<file path="src/logic/davi_pkg.sv">
// Shared constants and types for the delta angle and delta velocity integrator.
// Assumes a single core clock; all users import the whole package.
package davi_pkg;

  // Core clock and nominal internal sample rate
  localparam int unsigned CORE_CLK_HZ = 125000000;
  localparam int unsigned SAMPLE_RATE_SPS = 2000;
  localparam int unsigned SAMPLE_PERIOD_CYC = CORE_CLK_HZ / SAMPLE_RATE_SPS;

  // Widths
  localparam int unsigned RESULT_W = 32;
  localparam int unsigned WORD_W = 16;
  localparam int unsigned ADDR_W = 7;
  localparam int unsigned DEC_W = 16;
  localparam int unsigned AXES = 4;

  // Result saturation limits and zero values
  localparam logic [31:0] RESULT_MAX = 32'h7fffffff;
  localparam logic [31:0] RESULT_MIN = 32'h80000000;
  localparam logic [15:0] WORD_ZERO = 16'h0000;
  localparam logic [31:0] RESULT_ZERO = 32'h00000000;

  // Register byte addresses
  localparam logic [6:0] ADDR_Y_ANGLE_STEP_LOW = 7'h28;
  localparam logic [6:0] ADDR_Y_ANGLE_STEP_HIGH = 7'h2a;
  localparam logic [6:0] ADDR_Z_ANGLE_STEP_LOW = 7'h2c;
  localparam logic [6:0] ADDR_Z_ANGLE_STEP_HIGH = 7'h2e;
  localparam logic [6:0] ADDR_X_SPEED_STEP_LOW = 7'h30;
  localparam logic [6:0] ADDR_X_SPEED_STEP_HIGH = 7'h32;
  localparam logic [6:0] ADDR_Y_SPEED_STEP_LOW = 7'h34;
  localparam logic [6:0] ADDR_Y_SPEED_STEP_HIGH = 7'h36;

  // Axis slots inside the sample and result sets
  localparam int unsigned AX_Y_ANGLE = 0;
  localparam int unsigned AX_Z_ANGLE = 1;
  localparam int unsigned AX_X_SPEED = 2;
  localparam int unsigned AX_Y_SPEED = 3;

  // One pre-scaled sample per integrated axis
  typedef struct packed {
    logic [31:0] y_rate;
    logic [31:0] z_rate;
    logic [31:0] x_accel;
    logic [31:0] y_accel;
  } davi_sample_s;

  // Register read request
  typedef struct packed {
    logic en;
    logic [6:0] addr;
  } davi_rd_req_s;

  // Clamp a wide signed sum into the 32-bit result span
  function automatic logic [31:0] davi_sat(input logic signed [33:0] v);
    if (v > $signed({2'b00, RESULT_MAX})) begin
      davi_sat = RESULT_MAX;
    end else if (v < $signed({2'b11, RESULT_MIN})) begin
      davi_sat = RESULT_MIN;
    end else begin
      davi_sat = v[31:0];
    end
  endfunction

endpackage

</file>
<file path="src/logic/davi_tick.sv">
// Internal sample clock: one-cycle tick per sample period.
// Assumes the core clock of the integrator top.
`timescale 1ns/1ps
`default_nettype none
module davi_tick #(
  parameter int unsigned PERIOD_CYC = 62500
) (
  // Clock and reset
  input wire logic clk_i,
  input wire logic rstn_i,
  // Tick out
  output logic tick_o
);
  import davi_pkg::*;

  logic [31:0] count;

  // Free-running divider, tick on wrap
  always_ff @(posedge clk_i or negedge rstn_i) begin
    if (!rstn_i) begin
      count <= 32'h00000000;
      tick_o <= 1'b0;
    end else if (count == PERIOD_CYC - 1) begin
      count <= 32'h00000000;
      tick_o <= 1'b1;
    end else begin
      count <= count + 32'h00000001;
      tick_o <= 1'b0;
    end
  end
endmodule // davi_tick
`default_nettype wire

</file>
<file path="src/logic/davi_trap_integ.sv">
// Trapezoidal integrator for one axis over one decimation period.
// Assumes samples already scaled so one input count is a/(2*fs) in result counts.
`timescale 1ns/1ps
`default_nettype none
module davi_trap_integ (
  // Clock and reset
  input wire logic clk_i,
  input wire logic rstn_i,
  // Sample input
  input wire logic sample_stb_i,
  input wire logic [31:0] sample_i,
  input wire logic [15:0] dec_i,
  // Result output
  output logic done_o,
  output logic [31:0] result_o
);
  import davi_pkg::*;

  logic [31:0] prev;
  logic [31:0] acc;
  logic [15:0] terms;
  logic signed [33:0] pair;
  logic [31:0] next_acc;

  // Current plus previous sample, added into the running sum
  always_comb begin
    pair = $signed({{2{sample_i[31]}}, sample_i}) + $signed({{2{prev[31]}}, prev});
    next_acc = davi_sat($signed({{2{acc[31]}}, acc}) + pair);
  end

  // Previous sample memory
  always_ff @(posedge clk_i or negedge rstn_i) begin
    if (!rstn_i) begin
      prev <= RESULT_ZERO;
    end else if (sample_stb_i) begin
      prev <= sample_i;
    end
  end

  // Accumulate dec+1 pair terms, then hand off and restart
  always_ff @(posedge clk_i or negedge rstn_i) begin
    if (!rstn_i) begin
      acc <= RESULT_ZERO;
      terms <= WORD_ZERO;
      done_o <= 1'b0;
      result_o <= RESULT_ZERO;
    end else if (sample_stb_i && terms >= dec_i) begin
      acc <= RESULT_ZERO;
      terms <= WORD_ZERO;
      done_o <= 1'b1;
      result_o <= next_acc;
    end else if (sample_stb_i) begin
      acc <= next_acc;
      terms <= terms + 16'h0001;
      done_o <= 1'b0;
    end else begin
      done_o <= 1'b0;
    end
  end
endmodule // davi_trap_integ
`default_nettype wire

</file>
<file path="src/logic/davi_top.sv">
// Delta angle and delta velocity integrator with its read-only result registers.
// Assumes sample, setting and read inputs come from logic on CORE_CLK_I.
// Summary of operation
// - Delta velocity is the sum over a period of current plus previous acceleration, over 2*fs.
// - Each period sums the decimation setting plus one pair terms.
// - The internal sample clock runs at a nominal 2000 samples per second.
// - Each axis result is a 32-bit twos-complement value split into high and low 16-bit words.
// - The high angle word is twos complement, zero reads zero, one count is range over 2^15.
// - The low angle word holds bits 15 to 0 of the 32-bit angle value.
// - The 32-bit value spans 0x80000000 to 0x7fffffff, one count is range over 2^31.
// - The high velocity word is twos complement over +/-100 m/s, about 0.003052 m/s a count.
// - The low velocity word carries the extra resolution bits of the 32-bit result.
// - Delta angle uses the same trapezoidal sum on gyroscope rate samples.
// - The angle range behind the scale is +/-360, 720 or 2160 degrees by model.
`timescale 1ns/1ps
`default_nettype none
module davi_top #(
  parameter int unsigned SAMPLE_PERIOD = davi_pkg::SAMPLE_PERIOD_CYC
) (
  // Clock and reset
  input wire logic CORE_CLK_I,
  input wire logic RSTN_I,
  // Sensor samples and decimation setting
  input wire davi_pkg::davi_sample_s SAMPLE_I,
  input wire logic [15:0] DECIMATION_SETTING_I,
  // Sample timing
  output logic SAMPLE_STROBE_O,
  output logic SAMPLE_READY_PIN_O,
  // Register read port
  input wire davi_pkg::davi_rd_req_s RD_REQ_I,
  output logic RD_VALID_O,
  output logic [15:0] RD_DATA_O
);
  import davi_pkg::*;

  logic tick;
  logic [31:0] samp [AXES];
  logic [31:0] integ [AXES];
  logic [AXES-1:0] done;
  logic [31:0] result [AXES];
  logic [15:0] next_rd;

  // Internal sample clock
  davi_tick #(
    .PERIOD_CYC(SAMPLE_PERIOD)
  ) u_tick (
    .clk_i(CORE_CLK_I),
    .rstn_i(RSTN_I),
    .tick_o(tick)
  );

  // Axis slots: gyro rates feed angles, accelerations feed velocities
  assign samp[AX_Y_ANGLE] = SAMPLE_I.y_rate;
  assign samp[AX_Z_ANGLE] = SAMPLE_I.z_rate;
  assign samp[AX_X_SPEED] = SAMPLE_I.x_accel;
  assign samp[AX_Y_SPEED] = SAMPLE_I.y_accel;

  // One integrator per axis, all on the same tick
  for (genvar g = 0; g < AXES; g++) begin : g_axis
    davi_trap_integ u_integ (
      .clk_i(CORE_CLK_I),
      .rstn_i(RSTN_I),
      .sample_stb_i(tick),
      .sample_i(samp[g]),
      .dec_i(DECIMATION_SETTING_I),
      .done_o(done[g]),
      .result_o(integ[g])
    );
  end

  // Result set loads as a whole so both halves of a read belong together
  always_ff @(posedge CORE_CLK_I or negedge RSTN_I) begin
    if (!RSTN_I) begin
      for (int i = 0; i < AXES; i++) begin
        result[i] <= RESULT_ZERO;
      end
    end else if (done[0]) begin
      for (int i = 0; i < AXES; i++) begin
        result[i] <= integ[i];
      end
    end
  end

  // Sample strobe and data-ready pulse, one cycle each
  always_ff @(posedge CORE_CLK_I or negedge RSTN_I) begin
    if (!RSTN_I) begin
      SAMPLE_STROBE_O <= 1'b0;
      SAMPLE_READY_PIN_O <= 1'b0;
    end else begin
      SAMPLE_STROBE_O <= tick;
      SAMPLE_READY_PIN_O <= done[0];
    end
  end

  // Read decode; unmapped addresses read zero
  always_comb begin
    next_rd = WORD_ZERO;
    if (RD_REQ_I.addr == ADDR_Y_ANGLE_STEP_LOW) begin
      next_rd = result[AX_Y_ANGLE][15:0];
    end else if (RD_REQ_I.addr == ADDR_Y_ANGLE_STEP_HIGH) begin
      next_rd = result[AX_Y_ANGLE][31:16];
    end else if (RD_REQ_I.addr == ADDR_Z_ANGLE_STEP_LOW) begin
      next_rd = result[AX_Z_ANGLE][15:0];
    end else if (RD_REQ_I.addr == ADDR_Z_ANGLE_STEP_HIGH) begin
      next_rd = result[AX_Z_ANGLE][31:16];
    end else if (RD_REQ_I.addr == ADDR_X_SPEED_STEP_LOW) begin
      next_rd = result[AX_X_SPEED][15:0];
    end else if (RD_REQ_I.addr == ADDR_X_SPEED_STEP_HIGH) begin
      next_rd = result[AX_X_SPEED][31:16];
    end else if (RD_REQ_I.addr == ADDR_Y_SPEED_STEP_LOW) begin
      next_rd = result[AX_Y_SPEED][15:0];
    end else if (RD_REQ_I.addr == ADDR_Y_SPEED_STEP_HIGH) begin
      next_rd = result[AX_Y_SPEED][31:16];
    end
  end

  // Registered read answer, one cycle after the request
  always_ff @(posedge CORE_CLK_I or negedge RSTN_I) begin
    if (!RSTN_I) begin
      RD_VALID_O <= 1'b0;
      RD_DATA_O <= WORD_ZERO;
    end else begin
      RD_VALID_O <= RD_REQ_I.en;
      RD_DATA_O <= RD_REQ_I.en ? next_rd : WORD_ZERO;
    end
  end
endmodule // davi_top
`default_nettype wire

</file>
<file path="config.mk">
export PLATFORM = sky130hd
export DESIGN_NAME = davi_top
export DESIGN_NICKNAME = d
export VERILOG_FILES = /design/src/logic/davi_pkg.sv /design/src/logic/davi_tick.sv /design/src/logic/davi_trap_integ.sv /design/src/logic/davi_top.sv
export SDC_FILE = /design/constraint.sdc
export NUM_CORES = 2
export LEC_CHECK = 0
export BUFFER_PORTS_ARGS = -buffer_cell sky130_fd_sc_hd__buf_2
export CAP_MARGIN = 40
export CELL_PAD_IN_SITES_DETAIL_PLACEMENT = 1
export CELL_PAD_IN_SITES_GLOBAL_PLACEMENT = 2
export CORE_MARGIN = 1
export CORE_UTILIZATION = 38
export CTS_CLUSTER_DIAMETER = 30
export CTS_CLUSTER_SIZE = 40
export DETAILED_ROUTE_END_ITERATION = 8
export HOLD_SLACK_MARGIN = 0.05
export PLACE_DENSITY = 0.8
export SYNTH_ARGS = -nofsm -noshare
export SYNTH_HDL_FRONTEND = slang
export SYNTH_SLANG_ARGS = --single-unit
</file>
<file path="constraint.sdc">
create_clock -name CORE_CLK_I -period 3.9 [get_ports CORE_CLK_I]
set_input_delay 0.39 -clock CORE_CLK_I [delete_from_list [all_inputs] [get_ports CORE_CLK_I]]
set_output_delay 0.39 -clock CORE_CLK_I [all_outputs]
set_load 0.03 [all_outputs]
</file>
---- Word level (Yosys, flattened, before mapping) ----
Cells that the tools add are included.
word-level totals
  bits in registers ....................... 629
  RAM bits ................................ 0
  output and inout bits ................... 19
  ROM bits ................................ 0
  latch bits .............................. 0
  memories kept ........................... 0
  logic and storage cells ................. 105
cells by class
  shifts and indexed selects .............. 0
  $lt $le $gt $ge ......................... 12
  multiply operators ...................... 0
  bitwise logic cells ..................... 0
  add/sub/neg operators ................... 13
  divide/modulo/power cells ............... 0
  muxes and demuxes ....................... 36
  reductions and logical operators ........ 8
  eq/ne operators ......................... 9
operators with widths
  operator                                                         count
  2-to-1 mux 32 bit                                                17
  2-to-1 mux 16 bit                                                17
  adder 32 x 33 -> 34 bit                                          4
  greater-than comparator 34 x 32 -> 1 bit, second input constant  4
  less-than comparator 34 x 32 -> 1 bit, second input constant     4
  adder 32 x 32 -> 33 bit                                          4
  adder 16 x 1 -> 16 bit, second input constant                    4
  >= comparator 16 bit                                             4
  equality test 7 x 6 -> 1 bit, second input constant              8
  adder 32 x 1 -> 32 bit, second input constant                    1
  equality test 32 x 16 -> 1 bit, second input constant            1
  nonzero test 2 bit                                               4
  logical AND 1 bit                                                4
  2-to-1 mux 1 bit                                                 2

---- Depth between registers and ports, before layout ----
  depth after elaboration ................. 10
  gate-level depth with buffers ........... 17

---- Cells and area by module ----
From an unflattened synthesis, not the netlist that was laid out.
second synthesis, totals
  cells, all modules ...................... 3482
  area total of the unflattened synthesis .. 38015.2 um^2
by module, submodules not included
  module                                    times used  seq. area each (um^2)  area an instance (um^2)  cells an instance
  davi_trap_integ at g_axis[0].u_integ ...  2           2827.7                 7498.4                   728
  davi_trap_integ at g_axis[2].u_integ      1           2827.7                 7587.3                   704
  davi_trap_integ at g_axis[3].u_integ      1           2827.7                 7314.5                   736
  davi_top                                  1           3678.5                 6568.8                   444
  davi_tick                                 1           825.8                  1547.7                   142

---- Worst setup path after synthesis ----
No wires, ideal clock.
  path type ............................... input port to flip-flop
  start ................................... input SAMPLE_I[65] (netlist bit)
  end ..................................... register g_axis[1].u_integ.acc[27]
  setup time .............................. 0.128 ns
  slack ................................... 0.206 ns
  data arrival time ....................... 3.567 ns
  stages .................................. 17
  path buffers ............................ 2
  path through ............................ inv_1 fa_1 inv_1 ha_1 inv_1 fa_1 nand2b_1 a21o_1 a211o_1 a211o_1 a2111o_1 o211ai_2 a211oi_2 buf_4 nor2_4 buf_6 a21oi_2
on the way
  cells in the longest elaborated chain, start to end .. 7
RTL lines
  item                                   RTL line               source
  start, declared                        davi_top.sv:24         input wire davi_pkg::davi_sample_s SAMPLE_I,
  adder 32 x 32 -> 33 bit *              davi_trap_integ.sv:27  pair = $signed({{2{sample_i[31]}}, sample_i}) + $signed({{2{prev[31]}}, prev});
  adder 32 x 33 -> 34 bit *              davi_trap_integ.sv:28  next_acc = davi_sat($signed({{2{acc[31]}}, acc}) + pair);
  less-than comparator 34 x 32 -> 1 bit  davi_pkg.sv:57         end else if (v < $signed({2'b11, RESULT_MIN})) begin
  2-to-1 mux 32 bit                      davi_pkg.sv:57
  2-to-1 mux 32 bit *                    davi_pkg.sv:55         if (v > $signed({2'b00, RESULT_MAX})) begin
  2-to-1 mux 32 bit *                    davi_trap_integ.sv:52  end else if (sample_stb_i) begin
  2-to-1 mux 32 bit *                    davi_trap_integ.sv:47  end else if (sample_stb_i && terms >= dec_i) begin
  end signal, assigned                   davi_trap_integ.sv:53  acc <= next_acc;
  end, declared                          davi_trap_integ.sv:20  logic [31:0] acc;
Mark *: on every way between the ends. The rest lies on a longest branch, timed or not. The select of a mux whose other input is x is not followed.
A chain may end at the register's enable or synchronous reset.

---- Final worst setup path ----
  start ................................... register g_axis[1].u_integ.acc[1]
  end ..................................... register g_axis[1].u_integ.result_o[30]
on the way
  cells in the longest elaborated chain, start to end .. 4
RTL lines
  item                                   RTL line               source
  adder 32 x 33 -> 34 bit *              davi_trap_integ.sv:28
  less-than comparator 34 x 32 -> 1 bit  davi_pkg.sv:57
  2-to-1 mux 32 bit                      davi_pkg.sv:57
  2-to-1 mux 32 bit *                    davi_pkg.sv:55
  end signal, assigned                   davi_trap_integ.sv:51  result_o <= next_acc;
  end, declared                          davi_trap_integ.sv:15  output logic [31:0] result_o
Mark *: on every way between the ends. The rest lies on a longest branch, timed or not.

==> results.txt <==
- Counting every net in the synthesized netlist gives 3924.
* Post-synth top flop: dfrtp_1
* Classification of the worst setup path: reg -> reg
* Crit path arrival time: 4560 ps
- DIE HEIGHT: 312 um
- Source-to-sink clock delay at the later pin of the worst-skew pair: 760 ps
- Routed WL per cell: 21.3 um
- After synthesis, the mean cell area works out to 10.6 um2.
- The Yosys step of the flow raised 0 warnings.
- In the final routing, the length of wire on met1 measures 49700 um.
* HPWL Detailed: 82000 um
- Relative slew slack: 41.1%
* Routed Wire Length: 116000 um
- At the end of the flow, the number of nets in the layout was 4511.
- In this run the deepest clock path goes through 3 buffers.
* Pin count of the biggest net entering global routing: 124
- Setup repair after global routing could not meet its margin everywhere.
- STA classifies the critical path startpoint as a register.
- Placeable core region: 95200 um2
- The min-delay analysis places its worst path in the category in -> reg.
* EDFF count, synth: 0
- Clock tree from TritonCTS: yes
* Unique cell type count in the Yosys netlist: 89
- Along the worst hold path, the cell count comes to 3.
- Counting flops and latches in the post-synthesis netlist gives 629.
* Slack of the critical path: 13.4 ps
* Number of vias after detailed routing: 29600
* Largest clock skew in the final design: 52.0 ps
* Aggregate global routing overflow: 0
* TritonRoute pass-1 iters: 6
- Detailed-routed wire length on met2: 58500 um
- After synthesis, the share of flip-flops with an asynchronous set or reset is 100%.
- Worst endpoint required time: 4580 ps
- Worst reg-to-reg setup slack: 10 ps
- The first global-routing pass estimated 185000 um of wire.
* Setup crit end kind: register
- Cell Pwr Density: 473 nW/um2
- Summed over all cells, the static leakage comes to 22.8 nW.
- After detailed routing, no signal wire sits above met5.
- Count of input and output buffers: 172
- Once detail routing completed, the nets flagged for antenna violations numbered 0.
* Worst-case reg-to-reg path depth: 18
- Origin of the critical flop-to-flop path: g_axis[1].u_integ.acc[1]$_DFFE_PN0P_
* Maximum ir drop on the vdd rail: 0.358 mV
- Clock transition at the registers of the reported paths: 50 ps
- From left edge to right edge, the die measures 312 um.
* Highest Clock Rate: 0.257 GHz
* Starting DRC count in detailed routing: 1452
* Effective utilization at floorplan: 38.4%
- The via count of the first global-routing pass was 32700.
* Register area share after synthesis: 43.1%
* Row Count: 113
- Antenna cells: 0
* Post-Place Worst Slack: -343 ps
- Vias per std cell: 5.45
- In the final layout, the share of cells above drive strength 1 is 27.4%.
- In this run the most critical hold path is launched from SAMPLE_I[33].
- Routability congestion estimate from global placement: 0.865
* Max H-tree Level: 4
- Number of fill cells in the layout: 10200
- Layout overhead on the synthesized area: 32.9%
* Ports placed on the boundary: 173
- Run status: finished clean
* End of the worst register-to-register path: g_axis[1].u_integ.result_o[30]$_DFFE_PN0P_
- Final critical path time including I/O delays and setup: 3890 ps
- Total DRC errors in the routed layout: 0
* Max-cap check violation count: 0
* Share of the cycle needed by the critical path after routing: 99.7%
- At the pin with the least slew margin, the transition time is 884 ps.
- Root Driver: clkbuf_16
- Maximum fanout count along the critical path: 7
* TritonCTS buffer count: 164
* Max Slew Vio Count: 0
* Number of instances in the synthesized netlist: 3441
- Worst Hold End: g_axis[2].u_integ.prev[1]$_DFFE_PN0P_
* Number of antenna violations at the first check in global routing: 5
- The critical path starts at g_axis[1].u_integ.acc[1]$_DFFE_PN0P_.
- # clock sinks: 629
* Overall Global Routing Usage: 23.9%
- The total count of hold-check failures in the final report came to 0.
- Setup violations remaining at the end of the flow were counted as 0.
- Hold timing on the final database bottoms out at a slack of 81.5 ps.
* Post-synthesis instance area: 36500 um2
- In the detailed route, the total length drawn on met3 is 4100 um.
* Full die area: 97400 um2
-- per-layer routing --
metal | global-route usage [%] | vias up
met4 | 8.40 | 2
met3 | 4.11 | 227
li1 | - | 13700
met5 | 0 | -
met2 | 41.2 | 523
met1 | 30.2 | 15200
-- critical path, stage by stage, from the launching register on --
cell      delay, ps
dfrtp_1         390
inv_2            80
fa_1            410
inv_1            70
ha_2            190
inv_2            40
fa_2            330
nand2b_4        150
a21o_1          180
a22o_1          210
o211ai_1        310
a21oi_2         110
o311a_1         400
buf_6           140
a211oi_4        250
buf_6           170
nor2_4           60
buf_6           160
a21oi_1         170
-- report_power, final --
group          total (mW)  switching [mW]  internal, mW  leakage [nW]
sequential           6.57          0.0141          6.56          8.11
clock                14.1            4.47          9.59          2.85
combinational        2.32            1.38         0.936          11.9
-- registers in the layout, summed over array words and instances, names as in the netlist --
register and cells:
u_tick.tick_o 1, g_axis.u_integ.result_o 128, RD_DATA_O 16, g_axis.u_integ.prev 128, g_axis.u_integ.acc 128, g_axis.u_integ.done_o 1
u_tick.count 32, SAMPLE_STROBE_O 1, SAMPLE_READY_PIN_O 1, RD_VALID_O 1, g_axis.u_integ.terms 64, result 128
-- metrics by stage --
step | power [mW] | cells | utilization [%] | TNS, ps | area [um2]
after floorplan | 7.73 | 3441 | - | 0 | 36500
after global placement | 8.72 | 4978 | 42.6 | -18860 | 40600
after detailed placement | 8.75 | 4981 | 42.7 | -26360 | 40600
after CTS | 23.1 | 5421 | 50.3 | -0.822 | 47900
after global routing | 23.7 | 5433 | 51.0 | -4600 | 48600
final | 22.9 | 5433 | 51.0 | 0 | 48600
-- layout make-up --
| cell class | count | area [um2] | share of cell area, % |
|---|---|---|---|
| clock inverter | 95 | 1300 | 2.68 |
| multi-input combinational | 2506 | 20100 | 41.4 |
| clock buffer | 211 | 4540 | 9.35 |
| timing repair buffer | 583 | 4740 | 9.76 |
| inverter | 144 | 541 | 1.11 |
| tap | 1265 | 1580 | 3.26 |
| sequential | 629 | 15700 | 32.4 |
-- synth_stat cells (all sizes together) (39+ instances only) --
cell type	n	area [um2]
ha	197	2460
xnor2	88	771
o311ai	60	558
clkbuf	108	405
xor2	91	797
inv	144	541
nand3	96	480
o221ai	58	508
nand2	301	1130
mux2	252	2840
dfrtp	629	15700
fa	132	2640
a21o	64	480
nor2	209	797
a21oi	245	1310
buf	54	290
nand4	44	275
and3	39	244
o21ai	194	971
-- what timing repair did --
action | 4_1_cts | 5_1_grt
gates cloned | 0 | 4
resized for setup | 18 | 141
hold endpoints to repair | 204 | 0
endpoints found under the setup margin | 92 | 244
hold buffers | 130 | 0
setup buffers | 4 | 9
pin swaps | 3 | 46
-- worst max-delay path by stage --
stage	slack [ps]	endpoint
floorplan	210	g_axis[1].u_integ.acc[27]$_DFFE_PN0P_
global placement	-240	g_axis[1].u_integ.result_o[16]$_DFFE_PN0P_
detailed placement	-340	g_axis[1].u_integ.result_o[30]$_DFFE_PN0P_
CTS	-0.7	g_axis[1].u_integ.acc[21]$_DFFE_PN0P_
global route	-130	g_axis[1].u_integ.result_o[30]$_DFFE_PN0P_
finish	10	g_axis[1].u_integ.result_o[30]$_DFFE_PN0P_
-- cells by family (layout without fill, tap and decap cells) --
logic type | after synthesis | in the layout | share of synthesized area [%]
compound gates | 889 | 889 | 16.5
xor+xnor | 179 | 179 | 4.29
fa+ha+maj | 329 | 329 | 14.0
buf+inv | 306 | 1033 | 3.38
flops | 629 | 629 | 43.1
mux | 256 | 256 | 7.88
simple gates | 853 | 853 | 10.9
-- cell usage in the layout, fill, tap and decap left out, types with 35 or more instances in the layout --
cell type and instances:
a21o_1 64, a21oi_1 187, a21oi_2 54, and3_1 38
buf_2 170, buf_4 236, clkbuf_16 168, clkinv_2 35
dfrtp_1 627, dlygate4sd3_1 129, fa_1 130, ha_1 194
inv_1 141, mux2_2 252, nand2_1 287, nand3_1 94
nand4_1 44, nor2_1 203, o21ai_0 175, o221ai_1 57
o311ai_0 41, xnor2_1 88, xor2_1 91
(Power assumes the default switching activity.)
